--- src/verilog/pfc_params.svh ---
// constants for the function-control register bank
// What this block does
// - low-power bit cleared enters low power mode
// - hardware sets low-power bit on wake exit
// - reset bit resets core only, not registers
// - reset runs dir high, low, high, rx command
// - reset bit self-clears, always reads zero
// - line drive mode selects transmit encoding
// - termination select drives pull-up and terminations
// - speed select enables chosen transceiver speed
// - speed three prepends full-speed preamble
// - set alias writes ones set bits
// - clear alias writes ones clear bits
// - aliases share the one physical register
`ifndef PFC_PARAMS_SVH
`define PFC_PARAMS_SVH
// register indices; byte address is four times the index
`define PFC_IDX_FUNC        6'h04
`define PFC_IDX_FUNC_SET    6'h05
`define PFC_IDX_FUNC_CLR    6'h06
`define PFC_IDX_STATUS      6'h08
// field positions
`define PFC_BIT_RSVD        7
`define PFC_BIT_LOWPWR_N    6
`define PFC_BIT_XRST        5
`define PFC_POS_MODE_HI     4
`define PFC_POS_MODE_LO     3
`define PFC_BIT_TERM        2
`define PFC_POS_SPEED_HI    1
`define PFC_POS_SPEED_LO    0
// reset value and writable mask
`define PFC_FUNC_RESET      8'h41
`define PFC_FUNC_WMASK      8'h7F
// transceiver core reset length in clock cycles
`define PFC_CORE_RST_CYCLES 16
`endif

--- src/verilog/pfc_pkg.sv ---
// types for the function-control register bank
package pfc_pkg;
  typedef enum logic [1:0] {
    PFC_SPEED_HS,
    PFC_SPEED_FS,
    PFC_SPEED_LS,
    PFC_SPEED_FS4LS
  } pfc_speed_type;
  typedef enum logic [1:0] {
    PFC_MODE_NORMAL,
    PFC_MODE_NONDRIVE,
    PFC_MODE_RAW,
    PFC_MODE_RSVD
  } pfc_mode_type;
  typedef enum {
    PFC_ST_IDLE,
    PFC_ST_CORE,
    PFC_ST_DIRLOW,
    PFC_ST_TURN,
    PFC_ST_RXCMD
  } pfc_state_type;
endpackage

--- src/verilog/pfc_regs.sv ---
// function-control register bank with wishbone slave and reset handshake
//
// Our own choice: the Wishbone interface to the registers.
`timescale 1ns/10ps
`include "pfc_params.svh"
module pfc_regs
  import pfc_pkg::*;
#(
  parameter int CORE_RST_CYCLES = `PFC_CORE_RST_CYCLES
)(
  input  wire logic        clk_i,
  input  wire logic        rst_i,
  input  wire logic        wb_cyc_i,
  input  wire logic        wb_stb_i,
  input  wire logic        wb_we_i,
  input  wire logic [7:0]  wb_adr_i,
  input  wire logic [3:0]  wb_sel_i,
  input  wire logic [31:0] wb_dat_i,
  output logic      [31:0] wb_dat_o,
  output logic             wb_ack_o,
  input  wire logic        wake_i,
  input  wire logic        plus_line_pulldown_i,
  input  wire logic        minus_line_pulldown_i,
  output logic             power_down_o,
  output logic             core_reset_o,
  output logic             dir_o,
  output logic             rxcmd_send_o,
  output logic [1:0]       speed_select_o,
  output logic [1:0]       line_drive_mode_o,
  output logic             termination_select_o,
  output logic             tx_non_driving_o,
  output logic             raw_encoding_o,
  output logic             fs_preamble_en_o,
  output logic             pullup_en_o,
  output logic             hs_term_en_o
);

  localparam int CW = $clog2(CORE_RST_CYCLES + 1);

  if (CORE_RST_CYCLES < 1)
  begin : g_chk
    $error("CORE_RST_CYCLES must be at least 1");
  end

  logic [7:0]    func_r;
  logic [7:0]    func_nxt;
  logic          ack_r;
  logic [31:0]   rdat_r;
  logic [7:0]    rdat_nxt;
  logic          wr_go;
  logic          rd_go;
  logic [5:0]    idx;
  pfc_state_type state_r;
  logic [CW-1:0] cnt_r;
  logic          dir_r;
  logic          core_rst_r;
  logic          rxcmd_r;
  logic          rst_done;
  logic          wake_s1_r;
  logic          wake_s2_r;
  logic          wake_s3_r;
  logic          wake_r;
  logic          wake_rise;
  logic [7:0]    out_r;
  logic          pu_r;
  logic          hst_r;

  // ------------------------------------------------------------
  // wishbone slave
  // ------------------------------------------------------------
  assign idx   = wb_adr_i[7:2];
  // a write lands at the edge where the master samples ack, not before
  assign wr_go = wb_cyc_i && wb_stb_i && ack_r && wb_we_i && wb_sel_i[0];
  assign rd_go = wb_cyc_i && wb_stb_i && !ack_r && !wb_we_i;

  // one wait state: ack rises the edge after the request, drops the next
  always_ff @(posedge clk_i)
  begin
    if (rst_i)
      ack_r <= 1'b0;
    else
      ack_r <= wb_cyc_i && wb_stb_i && !ack_r;
  end

  always_comb
  begin
    rdat_nxt = 8'h00;
    if (idx == `PFC_IDX_FUNC || idx == `PFC_IDX_FUNC_SET || idx == `PFC_IDX_FUNC_CLR)
    begin
      rdat_nxt = func_r;
      rdat_nxt[`PFC_BIT_XRST] = 1'b0;
      rdat_nxt[`PFC_BIT_RSVD] = 1'b0;
    end
    else if (idx == `PFC_IDX_STATUS)
      rdat_nxt = {4'h0, rxcmd_r, dir_r, core_rst_r, ~func_r[`PFC_BIT_LOWPWR_N]};
    else
      rdat_nxt = 8'h00;
  end

  always_ff @(posedge clk_i)
  begin
    if (rst_i)
      rdat_r <= 32'h0000_0000;
    else if (rd_go)
      rdat_r <= {24'h00_0000, rdat_nxt};
  end

  assign wb_ack_o = ack_r;
  assign wb_dat_o = rdat_r;

  // ------------------------------------------------------------
  // function-control storage
  // ------------------------------------------------------------
  // the aliases have no storage: all three addresses act on func_r
  always_comb
  begin
    func_nxt = func_r;
    if (wr_go)
    begin
      if (idx == `PFC_IDX_FUNC)
        func_nxt = wb_dat_i[7:0] & `PFC_FUNC_WMASK;
      else if (idx == `PFC_IDX_FUNC_SET)
        func_nxt = func_r | (wb_dat_i[7:0] & `PFC_FUNC_WMASK);
      else if (idx == `PFC_IDX_FUNC_CLR)
        func_nxt = func_r & ~(wb_dat_i[7:0] & `PFC_FUNC_WMASK);
      else
        func_nxt = func_r;
      // a direct write must not cut a core reset short
      if (state_r != PFC_ST_IDLE)
        func_nxt[`PFC_BIT_XRST] = func_r[`PFC_BIT_XRST];
    end
    if (rst_done)
      func_nxt[`PFC_BIT_XRST] = 1'b0;
    // hardware wake wins over a software clear in the same cycle only if low power was already entered
    if (wake_rise && !func_r[`PFC_BIT_LOWPWR_N])
      func_nxt[`PFC_BIT_LOWPWR_N] = 1'b1;
    func_nxt[`PFC_BIT_RSVD] = 1'b0;
  end

  // only the bus reset reloads this; the core reset only clears its reset bit, at its end
  always_ff @(posedge clk_i)
  begin
    if (rst_i)
      func_r <= `PFC_FUNC_RESET;
    else
      func_r <= func_nxt;
  end

  // ------------------------------------------------------------
  // wake pin synchroniser
  // ------------------------------------------------------------
  always_ff @(posedge clk_i)
  begin
    if (rst_i)
    begin
      wake_s1_r <= 1'b0;
      wake_s2_r <= 1'b0;
      wake_s3_r <= 1'b0;
      wake_r    <= 1'b0;
    end
    else
    begin
      wake_s1_r <= wake_i;
      wake_s2_r <= wake_s1_r;
      wake_s3_r <= wake_s2_r;
      if (wake_s2_r == wake_s3_r)
        wake_r <= wake_s3_r;
    end
  end

  assign wake_rise = (wake_s2_r == wake_s3_r) && wake_s3_r && !wake_r;

  // ------------------------------------------------------------
  // transceiver reset and dir handshake
  // ------------------------------------------------------------
  assign rst_done = (state_r == PFC_ST_CORE) && (cnt_r == CW'(CORE_RST_CYCLES - 1));

  always_ff @(posedge clk_i)
  begin
    if (rst_i)
    begin
      state_r    <= PFC_ST_IDLE;
      cnt_r      <= '0;
      dir_r      <= 1'b0;
      core_rst_r <= 1'b0;
      rxcmd_r    <= 1'b0;
    end
    else
    begin
      case (state_r)
        PFC_ST_IDLE:
        begin
          if (func_r[`PFC_BIT_XRST])
          begin
            state_r    <= PFC_ST_CORE;
            cnt_r      <= '0;
            dir_r      <= 1'b1;
            core_rst_r <= 1'b1;
          end
        end
        PFC_ST_CORE:
        begin
          cnt_r <= cnt_r + CW'(1);
          if (rst_done)
          begin
            state_r    <= PFC_ST_DIRLOW;
            core_rst_r <= 1'b0;
            dir_r      <= 1'b0;
          end
        end
        PFC_ST_DIRLOW:
        begin
          state_r <= PFC_ST_TURN;
          dir_r   <= 1'b1;
        end
        PFC_ST_TURN:
        begin
          state_r <= PFC_ST_RXCMD;
          rxcmd_r <= 1'b1;
        end
        PFC_ST_RXCMD:
        begin
          state_r <= PFC_ST_IDLE;
          rxcmd_r <= 1'b0;
          dir_r   <= 1'b0;
        end
        default:
        begin
          state_r <= PFC_ST_IDLE;
        end
      endcase
    end
  end

  assign dir_o        = dir_r;
  assign core_reset_o = core_rst_r;
  assign rxcmd_send_o = rxcmd_r;

  // ------------------------------------------------------------
  // transceiver controls
  // ------------------------------------------------------------
  // mode three is never programmed by the link; decoded as normal here, while line_drive_mode_o still carries three
  always_ff @(posedge clk_i)
  begin
    if (rst_i)
      out_r <= 8'h00;
    else
    begin
      out_r[0] <= ~func_r[`PFC_BIT_LOWPWR_N];
      out_r[1] <= func_r[`PFC_POS_MODE_HI:`PFC_POS_MODE_LO] == PFC_MODE_NONDRIVE;
      out_r[2] <= func_r[`PFC_POS_MODE_HI:`PFC_POS_MODE_LO] == PFC_MODE_RAW;
      out_r[3] <= func_r[`PFC_POS_SPEED_HI:`PFC_POS_SPEED_LO] == PFC_SPEED_FS4LS;
      out_r[5:4] <= func_r[`PFC_POS_SPEED_HI:`PFC_POS_SPEED_LO];
      out_r[7:6] <= func_r[`PFC_POS_MODE_HI:`PFC_POS_MODE_LO];
    end
  end

  // pull-up only for a full/low speed device; hs terminations only in hs
  always_ff @(posedge clk_i)
  begin
    if (rst_i)
    begin
      pu_r  <= 1'b0;
      hst_r <= 1'b0;
    end
    else
    begin
      pu_r  <= func_r[`PFC_BIT_TERM] && func_r[1:0] != PFC_SPEED_HS
               && func_r[4:3] != PFC_MODE_NONDRIVE
               && !(plus_line_pulldown_i && minus_line_pulldown_i);
      hst_r <= !func_r[`PFC_BIT_TERM] && func_r[1:0] == PFC_SPEED_HS
               && func_r[4:3] != PFC_MODE_NONDRIVE;
    end
  end

  assign power_down_o         = out_r[0];
  assign tx_non_driving_o     = out_r[1];
  assign raw_encoding_o       = out_r[2];
  assign fs_preamble_en_o     = out_r[3];
  assign speed_select_o       = out_r[5:4];
  assign line_drive_mode_o    = out_r[7:6];
  assign termination_select_o = func_r[`PFC_BIT_TERM];
  assign pullup_en_o          = pu_r;
  assign hs_term_en_o         = hst_r;
endmodule
--- config.mk ---
export PLATFORM = sky130hd
export DESIGN_NAME = pfc_regs
export DESIGN_NICKNAME = d
export VERILOG_FILES = /design/src/verilog/pfc_pkg.sv /design/src/verilog/pfc_regs.sv
export VERILOG_INCLUDE_DIRS = /design/src /design/src/verilog
export SDC_FILE = /design/constraint.sdc
export NUM_CORES = 1
export LEC_CHECK = 0
export ABC_AREA = 1
export BUFFER_PORTS_ARGS = -buffer_cell sky130_fd_sc_hd__buf_4
export CAP_MARGIN = 20
export CORE_MARGIN = 4
export CORE_UTILIZATION = 34
export DETAILED_ROUTE_END_ITERATION = 6
export PLACE_DENSITY = 0.66
export REMOVE_ABC_BUFFERS = 1
export SLEW_MARGIN = 20
export SYNTH_ARGS = -nofsm -noshare
export SYNTH_HDL_FRONTEND = slang
export SYNTH_SLANG_ARGS = --single-unit
--- constraint.sdc ---
create_clock -name clk_i -period 1.4 [get_ports clk_i]
set_clock_uncertainty 0.2 [all_clocks]
set_input_delay 0.07 -clock clk_i [delete_from_list [all_inputs] [get_ports clk_i]]
set_output_delay 0.07 -clock clk_i [all_outputs]
set_load 0.005 [all_outputs]
Word level (Yosys, flattened, before mapping)
Index checks and enable logic that the tools add are counted.
Widths: inputs -> output; s select.
Cells by class
  bitwise logic cells: 5
  reduce and logical (&&, ||, !) cells: 40
  multiplexer cells: 15
  $add $sub $neg: 1
  eq/ne operators: 17
Operators by type and width (number)
  $pmux 32 s4: 1
  $eq 32x2->1 const B: 3
  $mux 32: 2
  $eq 32x1->1 const B: 1
  $eq 32x3->1 const B: 1
  $logic_not 32->1: 1
  $mux 8: 4
  $reduce_bool 32->1: 1
  $eq 6x3->1 const B: 3
  $logic_and 1x1->1: 16
  $pmux 5 s2: 1
  $reduce_and 3->1: 3
  $and 8x8->8: 1
  $not 7->8: 1
  $or 8x7->8: 1
  $eq 6x4->1 const B: 1
  $logic_not 1->1: 6
  $reduce_and 2->1: 3
  $reduce_bool 2->1: 3
  $add 5x1->5 const B: 1
  $eq 5x4->1 const B: 1
  $mux 5: 1
  $eq 2x2->1 const B: 2
  $mux 4: 1
  13 further kinds: 19
Storage, ports and cells
  flip-flop bits (word level): 71
  output and inout port bits: 47

Depth between registers and ports, before layout
Gate-level depths: netlist (run 1).
  word-level depth: 5
  gate-level depth with buffers: 9
  gate-level depth less buffers: 9

Worst setup path after synthesis (run 1)
OpenSTA, ideal clock, no wires.
  path type: flip-flop to flip-flop
  start: reg cnt_r[0]
  end: reg dir_r, in the netlist dir_o
  library setup time: 0.115 ns
  data required time: 1.085 ns
  path buffers: 0
  stages on the path, launching flop included: 10
  setup slack: -0.103 ns
  arrival: 1.187 ns
  cells stage by stage: dfxtp_1 -> ha_1 -> inv_1 -> nor3_1 -> ha_1 -> inv_1 -> nand2_4 -> nand2_2 -> o21ai_2 -> a21oi_2
On the way
  longest elaborated chain between the ends: 4
Ends and longest elaborated chain
  from (decl): line pfc_regs.sv:54  | logic [CW-1:0] cnt_r;
  from (signal assigned): line pfc_regs.sv:203  | cnt_r <= cnt_r + CW'(1);
  $eq 5x4->1: line pfc_regs.sv:176  | assign rst_done = (state_r == PFC_ST_CORE) && (cnt_r == CW'(CORE_RST_CYCLES - 1));
  $logic_and 1x1->1: line pfc_regs.sv:176
  $ne 2x2->1 (no line)
  $reduce_and 3->1 (no line)
  to (signal assigned): line pfc_regs.sv:184  | dir_r <= 1'b0;
  to (signal assigned): line pfc_regs.sv:197  | dir_r <= 1'b1;
  to (signal assigned): line pfc_regs.sv:208  | dir_r <= 1'b0;
  to (decl): line pfc_regs.sv:55  | logic dir_r;
Every way passes these cells.
A chain may end at the register's enable or synchronous reset.

Final worst setup path (run 1)
Ends and elaborated chain as after synthesis.

==> results summary, run 1 <==
Walking the worst path, the cells encountered are ha_4 > inv_2 > nor3_2 > ha_2 > inv_2 > nand2_4 > nand2_2 > o21ai_2 > a21oi_2. The final instance area is 0.002600 mm^2. For this run, the slowest stage of the critical path takes 0.35 ns.

The share of async-settable or async-resettable flops after synthesis is 0. In the global route stage, overall resource usage came out at 0.1310. For the worst-skew pair, the clock arrives at the later sink with an insertion delay of 0.29 ns. The part of the Yosys area used for sequential elements is 0.4199. The detailed-route vias per instance came out at 4.334. After the last flow step, the layout net total stands at 370. Once placement completed, the tool counted placed cells totaling 357. Among all flip-flop cells after synthesis, the most frequent one is dfxtp_1.

The wire length of the first global-routing pass came out at 6768 um. The post-synthesis cell area came out at 0.001859 mm^2. 99 I/O pins were placed.

For this block, the initial DRC count from the detailed router was 39. The area enclosed by the die boundary is about 0.0067 mm^2. The count of mapped cells out of synthesis is 240. The number of max-slew violations in the final report came out at 0. The highest achievable clock rate came out at 0.6801 GHz. The area added between synthesis and finish is 39.84%. The number of buffers on the longest clock path is 2. The part of the total power dissipated in combinational logic came out at 0.125. The TritonCTS clock tree is yes. The floorplan step set the die height to between 80 and 90 um.

The repair_antennas step left the layout with diodes totalling 0. The layout has approximately 520 filler cells. The library cell used most frequently in the layout, excluding fill and tap cells, is buf_4.

The total area inside the core boundary comes to approximately 0.0052 mm^2. By area the synthesized netlist is led by dfxtp_1, buf_4, nand2_1. The top cell type's share of synthesized area is 0.4199. The power density over the cells is slightly above 800 mW/mm^2.

The total of warnings raised by yosys came out at 0. The final-report setup violation count is 5. The final critical-path setup slack came out at -0.07029 ns. The end-of-flow core utilization is 0.4995. The fraction of final layout cells sized beyond drive strength 1 is 0.3259. The total half-perimeter wirelength after legalization and detailed placement came out at 3052 um. The via count of the first global-routing pass was 1559. In the layout the commonest cells are buf_4, nand2_1, dfxtp_1.

The starting density of the core is 0.3572. The iteration count of the initial detailed-routing pass is 4. The endpoint required time on the critical path is 1.39 ns.

In this run, synthesis inferred 0 flip-flops with an integrated enable. The share of the cycle needed by the critical path after routing came out at 1.050. The total congestion overflow came out at 0. In this run the power spent charging and discharging nets is 545.8 uW.

dfxtp_1 takes more of the synthesized area than any other cell. The remaining antenna violation count after routing is 0. The routed wire length is 4281 um. The cell sitting at the root of the clock tree is a clkbuf_8. The peak ir drop on the vdd network came out at 0.3631 mV.

A synthesized cell averages 7.747 um^2. The number of antenna violations at the first check in global routing came out at 0. The share of total power dissipated in the clock network is 0.345. The routed wirelength normalized by instance count is 11.09 um. The H-tree generated during clock tree synthesis spans 2 levels. The number of clock buffers inserted by TritonCTS is 5.

The arrival time reported for the critical path endpoint came out at roughly 1.5 ns. The unique cell type count in the Yosys netlist came out at 31. After clock tree synthesis, the clock-pin slew on the worst setup and hold paths is 0.08 ns. The number of port buffers came out at 42. The time the worst path needs with I/O delays and setup came out at 1.470 ns. The slew at the pin closest to its max-slew limit came out at 0.5471 ns. The leakage power came out at 0.001189 uW. STA classifies the critical path startpoint as a flip-flop.

The critical path endpoint category is a flip-flop. The DRC violation count after routing is 0. Counting every sink on the clock net gives 39.

The post-layout instance count excluding filler cells is between 300 and 400. The sequential cells in the finished layout cover a total of 788.3 um^2. The post-detailed-placement cell area came out at 0.002218 mm^2. The total number of vias came out at 1673. In this run the worst path has a maximum fanout of 3. The run finished, with violations left.

The number of hold violations in the final report came out at 0. The routability congestion estimate from global placement came out at 0.8192. The post-place setup slack came out at -0.1354 ns. Counting stages on the worst path, the most repeated cell is inv_2. The worst-case headroom to the max-slew limit is 0.6352. The flip-flop and latch count after synthesis is 39.

The max capacitance violation total came out at 0. Among all stages on the critical path, the largest delay is contributed by dfxtp_2. Row generation in the floorplan step produced 26 rows. The multi-input logic area came out at about 920 um^2.

The die outline width is a little over 80 um. The share of total power in sequential cells is 0.530. The worst hold path belongs to the class in2reg.

The worst setup path is of the reg2reg kind. Internal power comes to 1604 uW. Setup repair after global routing could not meet its margin everywhere. The switching portion of total power came out at 0.2539. The checks that failed: setup timing. The largest net degree at the start of global routing is 15.
cells by family after synthesis:
kind of cell    Yosys count  share of synthesized area
flops                    39                     0.4199
simple gates            101                     0.2746
other cells               1                   0.002017
compound gates           35                     0.1063
fa+ha+maj                 3                    0.02019
buf+inv                  61                     0.1770
cells in the mapped netlist (3+ instances only):
cell      n
a21oi_1  12
inv_1    30
nor2_1   16
nand2_2   3
nor2_2    3
nand2_1  45
o21ai_1   3
nor3_1    7
ha_1      3
dfxtp_1  39
o21ai_0  11
buf_4    26
nand3_1  14
nor2_4    4
path summary, 6_finish.rpt:
kind / start / to / slack [ns] / depth (start not counted)
hold / removal: wb_we_i / wb_dat_o[4] / 0.02 / 5
setup / recovery: cnt_r[0] / dir_o / -0.07 / 9
hold reg to reg: wake_s1_r / wake_s2_r / 0.22 / 2
setup reg to reg: cnt_r[0] / dir_o / -0.07 / 9
routing by layer:
metal,wire [um],GRT usage,vias to the layer above
li1,-,-,869
met1,1823,0.1491,744
met2,2134,0.2351,53
met3,263,0.03728,7
met4,60,0.03987,0
met5,0,0,-
worst max-delay path: cells and delay by family (launching register included):
kind / cells / cell delay [ns]
buf+inv: 2 / 0.09
fa+ha+maj: 2 / 0.34
flops: 1 / 0.35
compound gates: 2 / 0.15
simple gates: 3 / 0.24
power groups by stage:
stage	Combinational [uW]	Clock (uW)	Sequential [uW]
final	269	741	1140
after global routing	299	812	1140
after CTS	249	766	1140
after detailed placement	211	0	1160
after global placement	209	0	1160
after floorplan	101	0	1160
repair_timing:
action,4_1_cts,5_1_grt
pin swaps,1,8
setup endpoints to repair,4,19
gates resized for setup,9,27
buffers inserted,0,5
hold buffers,16,0
hold endpoints to repair,25,0
stage by stage:
| step | hold WS [ns] | TNS [ns] | total power [uW] |
|---|---|---|---|
| 6_report | 0.02302 | -0.1674 | 2149 |
| 5_1_grt | 0.03332 | -0.9225 | 2252 |
| 4_1_cts | 0.0007707 | -0.1644 | 2154 |
| 3_5_place_dp | 0.05489 | -0.3742 | 1374 |
| 3_3_place_gp | 0.04790 | -0.2644 | 1371 |
| 2_1_floorplan | -0.06093 | -0.2146 | 1263 |
cell type report:
class,count,share of cell area
Multi-Input combinational cell,165,0.3537
Sequential cell,39,0.3032
Timing Repair Buffer,73,0.2320
Inverter,31,0.04475
Tap cell,70,0.03369
Clock buffer,6,0.02791
Clock inverter,2,0.004812
Note: power is estimated with default switching activity, not from simulation.
==> run 2, diff against run 1 <==
==> constraint.sdc (replaced) <==
create_clock -name clk_i -period 1.2 [get_ports clk_i]
set_clock_uncertainty 0.2 [all_clocks]
set_input_delay 0.06 -clock clk_i [delete_from_list [all_inputs] [get_ports clk_i]]
set_output_delay 0.06 -clock clk_i [all_outputs]
set_load 0.005 [all_outputs]
==> run 2 against run 1 <==
Effect of this change:
- the flow finishes with violations (hold timing, setup timing)
- die area unchanged
- combinational power up 25%
- global-route usage is 0.28 points higher
- clock power rose by 17%
- via count is 2.6% higher
- sequential share of layout area fell by 0.52 points
- sequential power increased by 17%
- cell area rose by 2.1%
- utilization increased by 1.0 points
- largest cell class unchanged
- highest routed layer unchanged
==> results summary, run 2 (same netlist as run 1, synthesis figures left out) <==
The run finished, with violations left. The final reports fail on hold timing, setup timing. The count of buffering cells on the critical path with inverters included is 2 (unchanged). The sum of internal, switching and leakage power is 2535 uW (+18%). The highest achievable clock rate is 0.6802 GHz (about the same). The root buffer cell chosen for the clock tree is clkbuf_8.

The final-report setup violation count came out at 20 (+15). The number of rows created at floorplan came to 26 (unchanged). The end-of-flow core utilization is 0.5099 (+0.01034). The largest net degree at the start of global routing came out at 14 (-1).

The first-iteration detailed-routing DRC count is 54 (+38%). The net count reported at finish came out at 374 (+1.1%). The detailed-route vias per instance came to 4.403 (+1.6%).

The peak ir drop on the vdd network is 0.6658 mV (+83%). The slack of the worst reg-to-reg path was -0.27 ns (-0.20 ns). The biggest cell delay along the critical path came out at 0.36 ns (about the same). The final critical-path setup slack is -0.2702 ns (-0.1999 ns). The critical path endpoint category is a flip-flop. The share of total power in sequential cells came out at 0.525 (-0.005). The number of port buffers is 42 (unchanged). The routed wirelength normalized by instance count is 11.16 um (+0.59%). The final antenna diode count is 0 (unchanged). The clock latency of the later-clocked register in the worst-skew pair is 0.29 ns (about the same). The sum of negative setup slack is -2.274 ns (-2.106 ns). The area enclosed by the die boundary came out at 0.006716 mm^2 (unchanged).

The net switching power figure came out at 653.7 uW (+20%). The power density over the cells came out at 955.1 mW/mm^2 (+16%). The tightest min-delay check is of the in2reg type. The critical path's most frequent cell is inv_2.

The signal on the critical path passes through ha_4 > inv_2 > nor3_2 > ha_2 > inv_2 > nand2_4 > nand2_2 > o21ai_2 > a21oi_2. The highest net fanout along the worst path is 3 (unchanged). The part of the power in the clock network came to 0.343 (-0.002).

The beginning of the worst register-to-register path is cnt_r[0]. The clock-pin slew reported for the worst setup and hold paths after clock tree synthesis is 0.08 ns (about the same). The slowest stage of the critical path belongs to the cell dfxtp_2.

The leakage power is 0.001229 uW (+3.4%). The remaining antenna violation count after routing is 0 (unchanged). The share of the cycle needed by the critical path after routing is 1.225 (+0.1749). The via count of the first global-routing pass is 1571 (+0.77%). The number of clock buffers inserted by TritonCTS is 5 (unchanged).

The startpoint type of the worst setup path is a flip-flop. The number of H-tree levels came out at 2 (unchanged). The internal power came to 1881 uW (+17%). The arrival time reported for the critical path endpoint was 1.46 ns (about the same). The count of boundary I/O pins came out at 99 (unchanged). Leaving out fill and tap cells, the most frequent cell in the layout is buf_4. The max capacitance violation total came out at 0 (unchanged). The total congestion overflow was 0 (unchanged).

The sink count of the clock tree came out at 39 (unchanged). The area added between synthesis and finish came out at 42.73%. The number of buffers on the longest clock path came out at 2 (unchanged). The DRC violation count after routing came out at 0 (unchanged). The iteration count of the initial detailed-routing pass came to 4 (unchanged).

The number of instances on the worst hold path came to 5 (unchanged). The total number of vias came out at 1717 (+2.6%). The die height came to 81.95 um (unchanged).

The smallest hold slack is -0.006770 ns (-0.02979 ns). The placeable core region was 0.005205 mm^2 (unchanged). The number of buffers inserted by hold repair at cts came out at 14 (-2). The total routing resource utilization after global routing came out at 0.1338 (+0.002835). The switching portion of total power is 0.2579 (+0.003977). The time the worst path needs with I/O delays and setup is 1.470 ns (-0.0001343 ns). The TritonCTS clock tree is yes. The worst register-to-register path ends at dir_o. The worst min-delay path startpoint is wb_sel_i[0]. The routability congestion estimate from global placement is 0.8242 (+0.61%).

The wire length of the first global-routing pass was 6755 um (-0.19%). In the layout the commonest cells are buf_4, nand2_1, dfxtp_1. The routed wire length came out at 4351 um (+1.6%). Setup repair after global routing could not meet its margin everywhere. The die outline width is 81.95 um (unchanged). The number of max-slew violations in the final report is 0 (unchanged).

By startpoint and endpoint, the worst setup path is classified as reg2reg. The starting density of the core was 0.3572 (unchanged). Grouping stages by cell kind, the critical path spends the most delay in flip-flops. The number of antenna violations at the first check in global routing is 0 (unchanged).

The fraction of final layout cells sized beyond drive strength 1 is 0.3688 (+0.04280). The total half-perimeter wirelength after legalization and detailed placement came out at 3190 um (+4.5%). The path depth of the worst reg2reg path was 9 (unchanged). The endpoint required time on the critical path was 1.19 ns (-0.20 ns). The number of hold violations in the final report is 1 (+1). The part of the total power dissipated in combinational logic was 0.133 (+0.008).
[run 2: changes by cell type in the layout (fill, tap and decap cells not counted), moves of 2 or more]
cell           change
a21oi_1            -3
a21oi_2            +3
buf_4              +5
buf_6              +2
dfxtp_1            -2
dfxtp_2            +2
dlygate4sd3_1      -3
nand2_1            -2
nand3_1            +2
nand3_2            -3
[run 2: repair_timing]
action | CTS | global route
setup endpoints to repair | 23 | 37
resized for setup | 34 | 15
hold endpoints to repair | 20 | 1
setup buffers | 2 | 1
pin swaps | 7 | 9
[run 2: per-layer routing]
layer / track usage / part of all wire
met5: 0 / 0
met4: 0.02990 / 0.0071
met3: 0.04715 / 0.073
met2: 0.2431 / 0.50
met1: 0.1488 / 0.42
[run 2: per-stage QoR]
stage                     std cells  cell area, um^2  setup slack, ns
after floorplan                 235             1740          -0.3025
after global placement          366             2286          -0.2889
after detailed placement        366             2286          -0.3190
after CTS                       390             2606          -0.2591
after global routing            390             2654          -0.3700
final                           390             2654          -0.2702
[run 2: how the worst max path moves through the flow]
stage              from    end  slack (ns)  cells past startpoint
2_1_floorplan  cnt_r[0]  dir_o       -0.30                      9
3_3_place_gp   cnt_r[0]  dir_o       -0.29                      9
3_5_place_dp   cnt_r[0]  dir_o       -0.32                      9
4_1_cts        cnt_r[0]  dir_o       -0.26                      9
5_1_grt        cnt_r[0]  dir_o       -0.37                      9
6_report       cnt_r[0]  dir_o       -0.27                      9
[run 2: worst register-to-register path: stages (launching register included)]
cell,delay [ns]
dfxtp_2,0.36
ha_4,0.14
inv_2,0.03
nor3_2,0.10
ha_2,0.20
inv_2,0.05
nand2_4,0.08
nand2_2,0.05
o21ai_2,0.12
a21oi_2,0.04
[run 2: area by class of cell]
type,instances,area [um^2]
clock buffers,5,68.82
well taps,70,87.58
clock inverters,3,20.02
multi-input cells,165,944.7
repair buffers,77,625.6
fillers,518,2551
flip-flops and latches,39,790.8
inverters,31,116.4
[run 2: power groups by stage]
stage                     combinational [uW]  sequential [uW]  clock [uW]
final                                    336             1330         869
after global routing                     370             1330         960
after CTS                                325             1330         907
after detailed placement                 265             1360           0
after global placement                   261             1360           0
after floorplan                          117             1360           0
